File: config.mk
export PLATFORM = sky130hd
export DESIGN_NAME = low_power_mode_sequencer
export DESIGN_NICKNAME = d
export VERILOG_FILES = /design/src/lpm_pkg.sv /design/src/low_power_mode_sequencer.sv /design/src/wake_timer.sv
export SDC_FILE = /design/constraint.sdc
export NUM_CORES = 1
export LEC_CHECK = 0
export BUFFER_PORTS_ARGS = -buffer_cell sky130_fd_sc_hd__buf_4
export CELL_PAD_IN_SITES_DETAIL_PLACEMENT = 0
export CELL_PAD_IN_SITES_GLOBAL_PLACEMENT = 1
export CORE_ASPECT_RATIO = 1.4
export CORE_MARGIN = 5
export CORE_UTILIZATION = 38
export CTS_CLUSTER_DIAMETER = 150
export DETAILED_ROUTE_END_ITERATION = 7
export HOLD_SLACK_MARGIN = 0.06
export PLACE_DENSITY_LB_ADDON = 0.1
export RECOVER_POWER = 100
export SYNTH_ARGS = -nofsm -noshare
export SYNTH_HDL_FRONTEND = slang
export SYNTH_HIERARCHICAL = 1
export SYNTH_SLANG_ARGS = --single-unit
File: constraint.sdc
create_clock -name mclk_i -period 2.7 [get_ports mclk_i]
set_input_delay 0.675 -clock mclk_i [delete_from_list [all_inputs] [get_ports mclk_i]]
set_output_delay 0.675 -clock mclk_i [all_outputs]
set_load 0.1 [all_outputs]
File: src/lpm_pkg.sv
////////////////////////////////////////////////////////////////////////////////
// shared constants and types of the power mode sequencer
package lpm_pkg;

  // clock of the sequencer
  localparam real CLK_PERIOD_NS     = 4.0;

  // exit times in their own units
  localparam int  SLEEP_WAKE_CYC    = 9;       // sleep exit, in cpu cycles
  localparam real STOP0_WAKE_US     = 1.7;
  localparam real STOP1_WAKE_US     = 4.7;
  localparam real STANDBY_WAKE_US   = 51.0;
  localparam real LOW_POWER_RUN_MODE_EXIT_US     = 15.33;
  localparam real SHUTDOWN_WAKE_US  = 60.0;    // no figure given, plain default

  // longest times round down to whole cycles
  localparam int  STOP0_WAKE_CYC    = int'($floor(STOP0_WAKE_US * 1000.0 / CLK_PERIOD_NS));
  localparam int  STOP1_WAKE_CYC    = int'($floor(STOP1_WAKE_US * 1000.0 / CLK_PERIOD_NS));
  localparam int  STANDBY_WAKE_CYC  = int'($floor(STANDBY_WAKE_US * 1000.0 / CLK_PERIOD_NS));
  localparam int  LOW_POWER_RUN_MODE_EXIT_CYC    = int'($floor(LOW_POWER_RUN_MODE_EXIT_US * 1000.0 / CLK_PERIOD_NS));
  localparam int  SHUTDOWN_WAKE_CYC = int'($floor(SHUTDOWN_WAKE_US * 1000.0 / CLK_PERIOD_NS));

  // width of the exit timer
  localparam int  TIMER_W           = 16;

  // values after reset
  localparam logic IO_ANALOG_RST    = 1'b1;
  localparam logic RST_PULLUP_RST   = 1'b1;

  // low power mode picked on a sleep request
  typedef enum logic [2:0] {
    SEL_SLEEP    = 3'h0,
    SEL_STOP0    = 3'h1,
    SEL_STOP1    = 3'h2,
    SEL_STANDBY  = 3'h3,
    SEL_SHUTDOWN = 3'h4
  } lp_sel_t;

  // sequencer states, one-hot
  typedef enum logic [9:0] {
    ST_RUN      = 10'h001,
    ST_LOW_POWER_RUN_MODE    = 10'h002,
    ST_SLEEP    = 10'h004,
    ST_LOW_POWER_SLEEP_MODE  = 10'h008,
    ST_STOP0    = 10'h010,
    ST_STOP1    = 10'h020,
    ST_STANDBY  = 10'h040,
    ST_SHUTDOWN = 10'h080,
    ST_WAKE     = 10'h100,
    ST_LPEXIT   = 10'h200
  } pm_state_t;

endpackage : lpm_pkg

File: src/low_power_mode_sequencer.sv
`timescale 1ns/100ps
`default_nettype none
////////////////////////////////////////////////////////////////////////////////
// Function
// - low-power modes: low-power regulator, no PLL/radio/RANDOM_NUMBER_GENERATOR
// - sleep: cpu clock stopped, resume within 9 cycles
// - stop 0: main regulator, flash off, wake 1.7us
// - stop modes accept the listed wakeup sources
// - stop clocks limited; 32 MHz follows radio demand
// - 16 MHz oscillator on by peripheral request
// - stop: serial receivers listen and raise wakeup
// - stop: two-wire address match raises wakeup
// - standby: both regulators off, flash off; few sources wake
// - shutdown: only rtc and wakeup pins wake
// - the two wakeup pins and rtc wake shutdown; standby also wakes on the reset pin
// - shutdown pin pulls discarded at exit
// - sram bank clocks gated separately in sleep
// - flash power-down only without radio, code in sram
// - io analog, trigger off, during and after reset
// - reset pin pull-up off for internal reset
module low_power_mode_sequencer #(
  parameter int STANDBY_WAKE  = lpm_pkg::STANDBY_WAKE_CYC,
  parameter int SHUTDOWN_WAKE = lpm_pkg::SHUTDOWN_WAKE_CYC
) (
  input  wire logic       mclk_i,
  input  wire logic       resetn_i,
  // cpu requests
  input  wire logic       sleep_req_i,       // pulse: cpu enters low power
  input  wire logic [2:0] lp_sel_i,          // mode for sleep_req_i
  input  wire logic       lp_run_req_i,      // level: low-power run wanted
  input  wire logic       irq_i,             // any interrupt or event
  // software settings
  input  wire logic       flash_pd_req_i,
  input  wire logic       radio_in_use_i,
  input  wire logic       code_in_sram_i,
  input  wire logic       sram_a_gate_i,
  input  wire logic       sram_b_gate_i,
  input  wire logic       hse_sw_on_i,
  input  wire logic       hsi_sw_on_i,
  input  wire logic       io_cfg_apply_i,    // software takes pins out of analog
  input  wire logic       int_rst_src_i,     // reset came from inside
  // clock demands
  input  wire logic       radio_act_i,
  input  wire logic       hsi_periph_req_i,
  // wakeup sources
  input  wire logic       wake_reset_pin_i,
  input  wire logic       wake_io_i,
  input  wire logic       wake_radio_i,
  input  wire logic       wake_bor_i,
  input  wire logic       wake_pvd_i,
  input  wire logic       wake_pvm_i,
  input  wire logic       wake_rtc_i,
  input  wire logic       wake_independent_watchdog_i,
  input  wire logic       wake_comp_i,
  input  wire logic       serial_rx_evt_i,   // start, address or frame
  input  wire logic       i2c_addr_match_i,
  input  wire logic       wake_lptim_i,
  input  wire logic       wake_pin_a_i,
  input  wire logic       wake_pin_b_i,
  // power and clock controls
  output logic            main_regulator_o,
  output logic            low_power_regulator_o,
  output logic            cpu_clk_en_o,
  output logic            flash_on_o,
  output logic            flash_pd_o,
  output logic            sram_pwr_o,
  output logic            sram_a_clk_en_o,
  output logic            sram_b_clk_en_o,
  output logic            pll_allow_o,
  output logic            radio_avail_o,
  output logic            rng_avail_o,
  output logic            periph_run_o,
  output logic            stop_periph_en_o,
  output logic            backup_keep_o,
  output logic            stop_listen_o,
  output logic            wake_irq_o,
  output logic            hse_en_o,
  output logic            hsi_en_o,
  output logic            lsi_allow_o,
  output logic            pull_hold_o,
  output logic            io_analog_o,
  output logic            rst_pullup_o,
  output logic            wake_done_o
);

  localparam int TW = lpm_pkg::TIMER_W;

  // refuse counts the timer cannot hold
  if (STANDBY_WAKE < 2 || STANDBY_WAKE >= (1 << TW) ||
      SHUTDOWN_WAKE < 2 || SHUTDOWN_WAKE >= (1 << TW)) begin : g_chk
    $error("wake counts out of timer range");
  end

  //////////////////////////////////////////////////////////////////////////////
  // state and timer
  lpm_pkg::pm_state_t state_reg;    // current mode
  lpm_pkg::pm_state_t state_next;
  logic               ret_lp_reg;   // wake returns to low-power run
  logic               ret_lp_next;
  logic               tmr_start;    // load the exit timer
  logic [TW-1:0]      tmr_load;
  logic               tmr_done;

  // wakeup source groups
  logic stop_wake;                  // any stop source
  logic stby_wake;                  // standby sources
  logic shdn_wake;                  // shutdown sources

  assign stop_wake = wake_reset_pin_i | wake_io_i | wake_radio_i | wake_bor_i
                   | wake_pvd_i | wake_pvm_i | wake_rtc_i | wake_independent_watchdog_i
                   | wake_comp_i | serial_rx_evt_i | i2c_addr_match_i | wake_lptim_i;
  assign stby_wake = wake_reset_pin_i | wake_pin_a_i | wake_pin_b_i
                   | wake_bor_i | wake_rtc_i | wake_independent_watchdog_i;
  assign shdn_wake = wake_pin_a_i | wake_pin_b_i | wake_rtc_i;

  wake_timer #(
    .W (TW)
  ) u_wake_timer (
    .mclk_i   (mclk_i),
    .resetn_i (resetn_i),
    .start_i  (tmr_start),
    .load_i   (tmr_load),
    .done_o   (tmr_done)
  );

  // mode entry from run or low-power run
  function automatic lpm_pkg::pm_state_t enter_mode(input logic [2:0] sel, input logic lp);
    case (sel)
      lpm_pkg::SEL_STOP0:    enter_mode = lpm_pkg::ST_STOP0;
      lpm_pkg::SEL_STOP1:    enter_mode = lpm_pkg::ST_STOP1;
      lpm_pkg::SEL_STANDBY:  enter_mode = lpm_pkg::ST_STANDBY;
      lpm_pkg::SEL_SHUTDOWN: enter_mode = lpm_pkg::ST_SHUTDOWN;
      default:               enter_mode = lp ? lpm_pkg::ST_LOW_POWER_SLEEP_MODE : lpm_pkg::ST_SLEEP;
    endcase
  endfunction : enter_mode

  // next mode and exit timing
  always_comb begin
    state_next  = state_reg;
    ret_lp_next = ret_lp_reg;
    tmr_start   = 1'b0;
    tmr_load    = '0;
    case (state_reg)
      lpm_pkg::ST_RUN: begin
        if (sleep_req_i) begin
          state_next = enter_mode(lp_sel_i, 1'b0);
        end else if (lp_run_req_i) begin
          state_next = lpm_pkg::ST_LOW_POWER_RUN_MODE;
        end
      end
      lpm_pkg::ST_LOW_POWER_RUN_MODE: begin
        if (sleep_req_i) begin
          state_next = enter_mode(lp_sel_i, 1'b1);
        end else if (!lp_run_req_i) begin
          state_next = lpm_pkg::ST_LPEXIT;
          tmr_start  = 1'b1;
          tmr_load   = TW'(lpm_pkg::LOW_POWER_RUN_MODE_EXIT_CYC - 1);
        end
      end
      lpm_pkg::ST_SLEEP, lpm_pkg::ST_LOW_POWER_SLEEP_MODE: begin
        if (irq_i) begin
          state_next  = lpm_pkg::ST_WAKE;
          ret_lp_next = (state_reg == lpm_pkg::ST_LOW_POWER_SLEEP_MODE);
          tmr_start   = 1'b1;
          tmr_load    = TW'(lpm_pkg::SLEEP_WAKE_CYC - 1);
        end
      end
      lpm_pkg::ST_STOP0: begin
        if (stop_wake) begin
          state_next  = lpm_pkg::ST_WAKE;
          ret_lp_next = 1'b0;
          tmr_start   = 1'b1;
          tmr_load    = TW'(lpm_pkg::STOP0_WAKE_CYC - 1);
        end
      end
      lpm_pkg::ST_STOP1: begin
        if (stop_wake) begin
          state_next  = lpm_pkg::ST_WAKE;
          ret_lp_next = 1'b0;
          tmr_start   = 1'b1;
          tmr_load    = TW'(lpm_pkg::STOP1_WAKE_CYC - 1);
        end
      end
      lpm_pkg::ST_STANDBY: begin
        if (stby_wake) begin
          state_next  = lpm_pkg::ST_WAKE;
          ret_lp_next = 1'b0;
          tmr_start   = 1'b1;
          tmr_load    = TW'(STANDBY_WAKE - 1);
        end
      end
      lpm_pkg::ST_SHUTDOWN: begin
        if (shdn_wake) begin
          state_next  = lpm_pkg::ST_WAKE;
          ret_lp_next = 1'b0;
          tmr_start   = 1'b1;
          tmr_load    = TW'(SHUTDOWN_WAKE - 1);
        end
      end
      lpm_pkg::ST_WAKE: begin
        if (tmr_done) begin
          state_next = ret_lp_reg ? lpm_pkg::ST_LOW_POWER_RUN_MODE : lpm_pkg::ST_RUN;
        end
      end
      lpm_pkg::ST_LPEXIT: begin
        if (tmr_done) begin
          state_next = lpm_pkg::ST_RUN;
        end
      end
      default: begin
        state_next = lpm_pkg::ST_RUN;
      end
    endcase
  end

  // register mode
  always_ff @(posedge mclk_i or negedge resetn_i) begin
    if (!resetn_i) begin
      state_reg  <= lpm_pkg::ST_RUN;
      ret_lp_reg <= 1'b0;
    end else begin
      state_reg  <= state_next;
      ret_lp_reg <= ret_lp_next;
    end
  end

  //////////////////////////////////////////////////////////////////////////////
  // controls decoded from the next mode
  logic [22:0] ctl_reg;   // all outputs, in the order of the output assign below
  logic [22:0] ctl_next;
  logic        is_stop;   // next mode is a stop level
  logic        flash_up;  // flash powered in next mode

  always_comb begin
    is_stop  = (state_next == lpm_pkg::ST_STOP0) || (state_next == lpm_pkg::ST_STOP1);
    flash_up = 1'b0;
    ctl_next = '0;
    ctl_next[13] = (state_next != lpm_pkg::ST_SHUTDOWN);            // bor, independent_watchdog kept
    ctl_next[18] = (state_next != lpm_pkg::ST_SHUTDOWN);
    ctl_next[5]  = (state_next != lpm_pkg::ST_SHUTDOWN);
    case (state_next)
      lpm_pkg::ST_RUN, lpm_pkg::ST_SLEEP: begin
        ctl_next[22] = 1'b1;                                        // main regulator
        ctl_next[2]  = (state_next == lpm_pkg::ST_RUN);
        flash_up     = 1'b1;
        ctl_next[8]  = 1'b1;
        ctl_next[9]  = 1'b1;
        ctl_next[10] = 1'b1;
        ctl_next[11] = 1'b1;
      end
      lpm_pkg::ST_LOW_POWER_RUN_MODE, lpm_pkg::ST_LOW_POWER_SLEEP_MODE: begin
        ctl_next[21] = 1'b1;
        ctl_next[2]  = (state_next == lpm_pkg::ST_LOW_POWER_RUN_MODE);
        flash_up     = 1'b1;
        ctl_next[11] = 1'b1;                                        // no pll, radio, rng
      end
      lpm_pkg::ST_STOP0: begin
        ctl_next[22] = 1'b1;
      end
      lpm_pkg::ST_STOP1: begin
        ctl_next[21] = 1'b1;
      end
      lpm_pkg::ST_WAKE: begin
        ctl_next[22] = !ret_lp_reg;
        ctl_next[21] = ret_lp_reg;
        flash_up     = 1'b1;
        ctl_next[11] = 1'b1;
      end
      lpm_pkg::ST_LPEXIT: begin
        ctl_next[22] = 1'b1;
        ctl_next[21] = 1'b1;
        ctl_next[2]  = 1'b1;
        flash_up     = 1'b1;
        ctl_next[11] = 1'b1;
      end
      default: begin
        ctl_next[22] = 1'b0;
      end
    endcase
    ctl_next[19] = flash_up;
    ctl_next[20] = flash_up && flash_pd_req_i && !radio_in_use_i
                   && code_in_sram_i;
    // bank clocks: on while cpu runs, gated on request in sleep
    ctl_next[17] = ctl_next[2] || (((state_next == lpm_pkg::ST_SLEEP) ||
                   (state_next == lpm_pkg::ST_LOW_POWER_SLEEP_MODE)) && !sram_a_gate_i);
    ctl_next[16] = ctl_next[2] || (((state_next == lpm_pkg::ST_SLEEP) ||
                   (state_next == lpm_pkg::ST_LOW_POWER_SLEEP_MODE)) && !sram_b_gate_i);
    ctl_next[12] = ctl_next[11] || is_stop;
    ctl_next[14] = is_stop;
    // wake interrupt: event seen while still in a stop level
    ctl_next[15] = ((state_reg == lpm_pkg::ST_STOP0) || (state_reg == lpm_pkg::ST_STOP1))
                   && (serial_rx_evt_i || i2c_addr_match_i);
    if (is_stop) begin
      ctl_next[7] = radio_act_i;
      ctl_next[6] = hsi_periph_req_i;
    end else if (ctl_next[11]) begin
      ctl_next[7] = hse_sw_on_i || radio_act_i;
      ctl_next[6] = hsi_sw_on_i || hsi_periph_req_i;
    end
    ctl_next[4] = (state_next == lpm_pkg::ST_SHUTDOWN);
    ctl_next[3] = ctl_reg[3] && !io_cfg_apply_i;
    ctl_next[1] = !int_rst_src_i;
    ctl_next[0] = tmr_done;
  end

  // register every output
  always_ff @(posedge mclk_i or negedge resetn_i) begin
    if (!resetn_i) begin
      ctl_reg    <= '0;
      ctl_reg[3] <= lpm_pkg::IO_ANALOG_RST;
      ctl_reg[1] <= lpm_pkg::RST_PULLUP_RST;
      ctl_reg[5] <= 1'b1;
    end else begin
      ctl_reg <= ctl_next;
    end
  end

  assign {main_regulator_o, low_power_regulator_o, flash_pd_o, flash_on_o,
          lsi_allow_o, sram_a_clk_en_o, sram_b_clk_en_o, wake_irq_o, stop_listen_o,
          backup_keep_o, stop_periph_en_o, periph_run_o, rng_avail_o, radio_avail_o,
          pll_allow_o, hse_en_o, hsi_en_o, sram_pwr_o, pull_hold_o, io_analog_o,
          cpu_clk_en_o, rst_pullup_o, wake_done_o} = ctl_reg;
endmodule : low_power_mode_sequencer
`default_nettype wire

File: src/wake_timer.sv
`timescale 1ns/100ps
`default_nettype none
////////////////////////////////////////////////////////////////////////////////
// down counter timing a mode exit; done is high in the last counted cycle
module wake_timer #(
  parameter int W = 16
) (
  input  wire logic         mclk_i,
  input  wire logic         resetn_i,
  input  wire logic         start_i,   // load pulse
  input  wire logic [W-1:0] load_i,    // cycles until done
  output logic              done_o     // combinational, one cycle
);

  // refuse widths the down counter cannot serve
  if (W < 2) begin : g_chk
    $error("timer width too small");
  end

  logic [W-1:0] count_reg;  // remaining cycles, zero when idle
  logic [W-1:0] count_next;

  // load on start, else count down to zero
  always_comb begin
    count_next = count_reg;
    if (start_i) begin
      count_next = load_i;
    end else if (count_reg != '0) begin
      count_next = count_reg - W'(1);
    end
  end

  // register the count
  always_ff @(posedge mclk_i or negedge resetn_i) begin
    if (!resetn_i) begin
      count_reg <= '0;
    end else begin
      count_reg <= count_next;
    end
  end

  // last cycle of the wait
  assign done_o = (count_reg == W'(1));

endmodule : wake_timer
`default_nettype wire
==> results.txt, run 1 <==
----------------------------------------------------
[Worst setup path]
  Reg2reg end ... ctl_reg[21]
  Startpoint Class ... flip-flop
  Highest net fanout along the worst path ... 4
  Length in cells of the worst reg-to-reg path ... 7
  CP required ... 2.87 ns
  Slowest stage delay, CP ... 0.50 ns
  Master of the slowest instance on the critical path ... or4b_1
  Worst Setup Path Type ... reg -> reg
  Critical Path AT ... 2.69 ns
  RR Startpoint ... u_wake_timer/count_reg[10]
  Register-to-register setup slack ... 0.18 ns
  Worst path cell trace ... nor4_4 -> nand2_1 -> nor2_1 -> nor3b_1 -> or4_4 -> a32o_1 -> or4b_1
  Instance count on the critical path ... 7
  Kind of capture point of the worst setup path ... flip-flop
  Top delay family on crit path ... simple AND/OR/NAND/NOR gates
  Number of buffers and inverters on the critical path ... 0

[Clocking]
  Clock tree from TritonCTS ... done
  # clock sinks ... 46
  Clk_lat worst skew ... 0.29 ns
  Level count of the clock H-tree ... 2
  Clock slew at the register clock pins of the worst setup and hold paths ... 0.09 ns
  CTS root buffer ... clkbuf_8
  Maximum clock insertion buffer count ... 2
  Clock buffer count from CTS ... 5
  Hold buffer count at cts ... 0

[Route]
  DR pass1 iterations ... 4
  Via total after detailed routing ... 2393
  Number of remaining DRC errors ... 0
  Routed wire length per instance ... 15.5 um
  Post-DRT Antenna Nets ... 0
  Violation count after the first detailed-routing iteration ... 87
  Detailed-route vias per instance ... 5.21
  Final wirelength ... 7090 um

[STA]
  Shortest period the worst path allows ... 2.52 ns
  Final-report max-slew violation count ... 0
  Max transition margin ... 21.2%
  Worst-case clock skew ... 0.00769 ns
  RSZ-0062 raised after global routing ... false
  Transition time at the pin with the least slew margin ... 1.19 ns
  Total of endpoints with negative setup slack in the final report ... 0
  Achievable Freq ... 397 MHz
  Final Hold Fails ... 0
  Hold WS ... 0.484 ns
  Crit share post-route ... 93.4%

[Final layout]
  Number of filler instances in the final layout ... 742
  Number of nets in the finished design ... 398
  Count of antenna diodes in the layout ... 0
  Core occupancy in the finished layout ... 47.9%
  Layout-stage area growth over the synthesis result ... 21.4%
  Fraction of layout cells with a size suffix above 1 ... 22.5%
  Max FFs per register ... 19

[Logic synthesis]
  Top-count cell post-synth ... dfrtp_1
  Yosys warning count ... 6
  Post-synth cell types ... 64
  Asr flop ratio synth ... 100%
  Synthesized netlist cell count ... 295
  Synth area leaders ... dfrtp_1 38%, dfstp_2 3.8%, xnor2_1 3.8%
  Syn Area/Cell ... 9.39 um2
  Flip-flop and latch count after synthesis ... 46
  Top cell types by occurrence after synthesis ... 42 x dfrtp_1, 26 x nand2_1, 25 x nor2_1, 16 x inv_1, 12 x xnor2_1
  Top flip-flop cell by instance count after synthesis ... dfrtp_1
  Cell area after technology mapping ... 2770 um2
  Area share of the largest cell type after synthesis ... 37.9%
  Number of enable-type register cells in the synthesized netlist ... 0
  Area leader, netlist ... dfrtp_1
  Post-synthesis sequential area ratio ... 41.7%

[Min path]
  Worst hold path type ... reg -> reg
  Startpoint of the lowest-slack hold path ... ctl_reg[3]
  Hold Path End ... ctl_reg[3]
  Hold Crit Depth ... 1

[GRT]
  Maximum number of pins on one net before global-route repair ... 47
  Antenna violations before repair ... 0
  Overall Global Routing Usage ... 16.8%
  Total global routing overflow ... 0
  Number of global-route vias before repair ... 2530
  Global-route wire length before repair ... 12100 um

[Place]
  Buffers on Ports ... 55
  Final weighted congestion in routability-driven placement ... 0.803
  HPWL after detailed placement ... 5740 um

[Floorplan]
  Number of ports placed on the die boundary ... 56
  Die ar. ... 9120 um2
  Die height ... 111 um
  Total core area ... 7030 um2
  Placement Rows ... 36
  Width of the chip ... 82.2 um
  Starting utilization of the core area ... 39.4%

[Power and ir drop]
  Pwr Density ... 1100 nW/um2
  Static Leakage ... 1.45 nW
  Worst IR drop on VDD ... 0.854 mV

[Run]
  Number of maximum-capacitance constraint violations ... 0

[Outcome]
  Run status ... finished, final reports clean

----------------------------------------------------
[worst max path at each step]
stage / start / slack (ns) / end
after global placement: wake_rtc_i / 0.01 / u_wake_timer/count_reg[9]
after CTS: u_wake_timer/count_reg[10] / 0.17 / ctl_reg[21]
after detailed placement: wake_rtc_i / -0.06 / u_wake_timer/count_reg[9]
after global routing: wake_rtc_i / 0.02 / u_wake_timer/count_reg[9]
final: u_wake_timer/count_reg[10] / 0.18 / ctl_reg[21]
after floorplan: u_wake_timer/count_reg[12] / 0.05 / ctl_reg[21]
[area by class of cell]
| type | instances | area, um2 | area share [%] |
|---|---|---|---|
| Multi-Input combinational cell | 218 | 1460 | 43.3 |
| Clock buffer | 6 | 82.6 | 2.46 |
| Clock inverter | 2 | 12.5 | 0.372 |
| Tap cell | 95 | 119 | 3.53 |
| Inverter | 17 | 63.8 | 1.90 |
| Timing Repair Buffer | 75 | 472 | 14.0 |
| Sequential cell | 46 | 1160 | 34.4 |
[worst register-to-register path, cell delays in order (launching register included)]
cell and delay (ns):
dfrtp_1 0.44, nor4_4 0.35, nand2_1 0.14, nor2_1 0.20
nor3b_1 0.09, or4_4 0.45, a32o_1 0.23, or4b_1 0.50
[cell families (layout without fill, tap and decap cells)]
group / count (synthesis) / in the layout / share of synthesized area [%]
and+or+nand+nor: 136 / 136 / 29.9
AOI/OAI and AO/OA: 59 / 59 / 15.7
DFF: 46 / 46 / 41.7
buffers and inverters: 32 / 100 / 5.37
xor gates and xnor gates: 14 / 14 / 4.43
muxes: 5 / 5 / 1.85
adders and majority gates: 2 / 2 / 0.903
other: 1 / 2 / 0.135
[power by group]
part	internal [mW]	leakage, nW	switching, mW
combinational	0.656	0.844	1.43
clock	0.206	0.0472	0.233
sequential	0.919	0.559	0.253
[cells in the final DEF, fill, tap and decap left out, types with 8 or more instances in the layout]
cell,count
inv_1,17
a21oi_1,11
buf_4,44
nand2_1,26
nor3_1,8
xnor2_1,12
nand3_1,11
o21ai_0,8
dfrtp_1,42
nor2_1,25
nor2b_1,8
clkbuf_1,27
[per-layer routing]
metal	wire length [um]	GRT usage [%]	vias up
met5	0	0	-
met4	94	4.21	0
met3	169	2.60	9
met2	4060	31.8	38
met1	2770	18.8	1145
li1	-	-	1201
[per-stage QoR]
stage          power, mW  std cells  cell area [um2]  setup slack (ns)  TNS [ns]
4_1_cts             3.83        458             3470             0.166         0
3_5_place_dp        3.37        450             3380           -0.0552    -0.102
5_1_grt             3.97        459             3360            0.0184         0
2_1_floorplan       2.82        296             2770            0.0479         0
3_3_place_gp        3.36        450             3380            0.0141         0
6_report            3.70        459             3360             0.178         0
[repair_timing]
action,CTS,global route
endpoints found under the setup margin,0,4
gates resized for setup,0,1
buffers inserted,0,1
Power figures use the tool's default switching activity.
==> run 2: changes to the inputs <==
--- a/config.mk
+++ b/config.mk
@@ -5,7 +5,7 @@
 export SDC_FILE = /design/constraint.sdc
 export NUM_CORES = 1
 export LEC_CHECK = 0
-export BUFFER_PORTS_ARGS = -buffer_cell sky130_fd_sc_hd__buf_4
+export BUFFER_PORTS_ARGS = -buffer_cell sky130_fd_sc_hd__buf_2
 export CELL_PAD_IN_SITES_DETAIL_PLACEMENT = 0
 export CELL_PAD_IN_SITES_GLOBAL_PLACEMENT = 1
 export CORE_ASPECT_RATIO = 1.4
==> results.txt, run 2 (synthesized netlist as in run 1, its figures left out) <==
----------------------------------------------------
[Worst setup path]
  Length in cells of the worst reg-to-reg path ... 6
  CP required ... 2.88 ns
  RR Startpoint ... state_reg[0]
  Startpoint Class ... flip-flop
  Register-to-register setup slack ... 0.21 ns
  Kind of capture point of the worst setup path ... flip-flop
  Worst Setup Path Type ... reg -> reg
  Crit. Startpoint ... state_reg[0]
  Critical Path AT ... 2.67 ns
  Highest net fanout along the worst path ... 9
  Setup crit end ... ctl_reg[21]
  Reg2reg end ... ctl_reg[21]

[Place]
  Cell total after placement ... 451
  HPWL after detailed placement ... 5770 um
  Buffers on Ports ... 55
  Final weighted congestion in routability-driven placement ... 0.825

[GRT]
  Total global routing overflow ... 0
  Antenna violations before repair ... 0
  Overall Global Routing Usage ... 17.3%
  Maximum number of pins on one net before global-route repair ... 26
  Global-route wire length before repair ... 12300 um
  Number of global-route vias before repair ... 2503

[STA]
  Worst-case clock skew ... 0.0105 ns
  Transition time at the pin with the least slew margin ... 1.20 ns
  Hold WS ... 0.471 ns
  Final setup TNS ... 0 ns
  Final Hold Fails ... 0
  Max transition margin ... 20.0%
  Final-report max-slew violation count ... 0
  Achievable Freq ... 401 MHz
  Total of endpoints with negative setup slack in the final report ... 0
  RSZ-0062 raised after global routing ... false
  Crit share post-route ... 92.3%
  Shortest period the worst path allows ... 2.49 ns

[Route]
  Routed wire length per instance ... 15.6 um
  Via total after detailed routing ... 2408
  Violation count after the first detailed-routing iteration ... 61
  Number of remaining DRC errors ... 0
  Routed wire length on met2 ... 4070 um
  Total met3 wirelength after detailed routing ... 213 um
  Detailed-route vias per instance ... 5.25
  Post-DRT Antenna Nets ... 0
  Post-Route M1 WL ... 2730 um
  DR pass1 iterations ... 4
  Final wirelength ... 7180 um
  Highest metal layer used by the detailed router ... met4

[Floorplan]
  Placement Rows ... 36
  Total core area ... 7030 um2
  Number of ports placed on the die boundary ... 56
  Width of the chip ... 82.2 um
  Die ar. ... 9120 um2
  Starting utilization of the core area ... 39.4%
  Die height ... 111 um

[Final layout]
  Fraction of layout cells with a size suffix above 1 ... 23.1%
  Number of nets in the finished design ... 398
  Most frequent cells in the layout ... 42 x dfrtp_1, 31 x buf_2, 26 x nand2_1, 26 x clkbuf_1, 25 x nor2_1
  Count of antenna diodes in the layout ... 0
  Most common library cell in the layout ignoring fill and taps ... dfrtp_1
  Layout-stage area growth over the synthesis result ... 19.2%
  Non-filler instance count after layout ... 459
  Max FFs per register ... 19

[Clocking]
  Maximum clock insertion buffer count ... 2
  Clock tree from TritonCTS ... done
  # clock sinks ... 46
  Clock slew at the register clock pins of the worst setup and hold paths ... 0.09 ns
  CTS root buffer ... clkbuf_8
  Post CTS Setup Buffer Count ... 0
  Clock buffer count from CTS ... 5
  Level count of the clock H-tree ... 2
  Clk_lat worst skew ... 0.30 ns

[Power and ir drop]
  Worst IR drop on VDD ... 0.782 mV
  Pwr Density ... 1130 nW/um2
  Static Leakage ... 1.43 nW

[Outcome]
  Run status ... finished, final reports clean

[Min path]
  Startpoint of the lowest-slack hold path ... io_cfg_apply_i
  Worst hold path type ... in -> reg

[Run]
  Number of maximum-capacitance constraint violations ... 0

----------------------------------------------------
run 2: changes by cell type in the layout (fill, tap and decap cells not counted), sizes merged:
cell | previous run | this run
clkbuf | 36 | 35
clkinvlp | 1 | 0
buf | 45 | 47
run 2: critical path, stage by stage (launching register included):
cell	delay, ns
dfstp_2	0.64
nor2b_1	0.12
mux2i_1	0.15
o32ai_1	0.13
or4_4	0.59
a32o_1	0.24
or4b_1	0.50
run 2: how the worst min path moves through the flow:
stage	endpoint	cells after the start	slack [ns]
final	ctl_reg[3]	2	0.47
after global routing	ctl_reg[1]	2	0.45
after CTS	u_wake_timer/count_reg[7]	1	0.34
after detailed placement	ctl_reg[3]	1	0.47
after global placement	ctl_reg[3]	1	0.47
after floorplan	ctl_reg[0]	0	0.38
run 2: report_power, final:
part	internal [mW]	total, mW	switching [mW]
clock	0.235	0.468	0.233
combinational	0.651	2.08	1.43
sequential	0.919	1.17	0.256
total	1.80	3.72	1.92
run 2: through the flow:
| step | util [%] | power [mW] | instance area [um2] | worst slack, ns |
|---|---|---|---|---|
| 2_1_floorplan | - | 2.82 | 2770 | 0.0479 |
| 3_3_place_gp | 46.2 | 3.30 | 3250 | 0.0517 |
| 3_5_place_dp | 46.2 | 3.31 | 3250 | 0.0427 |
| 4_1_cts | 47.7 | 3.80 | 3350 | 0.186 |
| 5_1_grt | 47.0 | 4.00 | 3300 | 0.0696 |
| 6_report | 47.0 | 3.72 | 3300 | 0.209 |
run 2: routing by layer:
| metal | up-vias | GRT usage [%] |
|---|---|---|
| met5 | - | 0 |
| met4 | 0 | 6.43 |
| met3 | 11 | 3.41 |
| met2 | 38 | 31.2 |
| met1 | 1154 | 19.3 |
| li1 | 1205 | - |
run 2: cell type report:
cell class	count	area [um2]
clock buffers	7	96.3
clock inverters	1	8.76
fillers	738	3720
inverters	17	63.8
multi-input cells	218	1470
flip-flops and latches	46	1160
well taps	95	119
repair buffers	75	385
run 2: repair_timing:
item,in CTS,in global routing
hold buffers,0,0
endpoints found under the setup margin,0,2
resized for setup,0,2
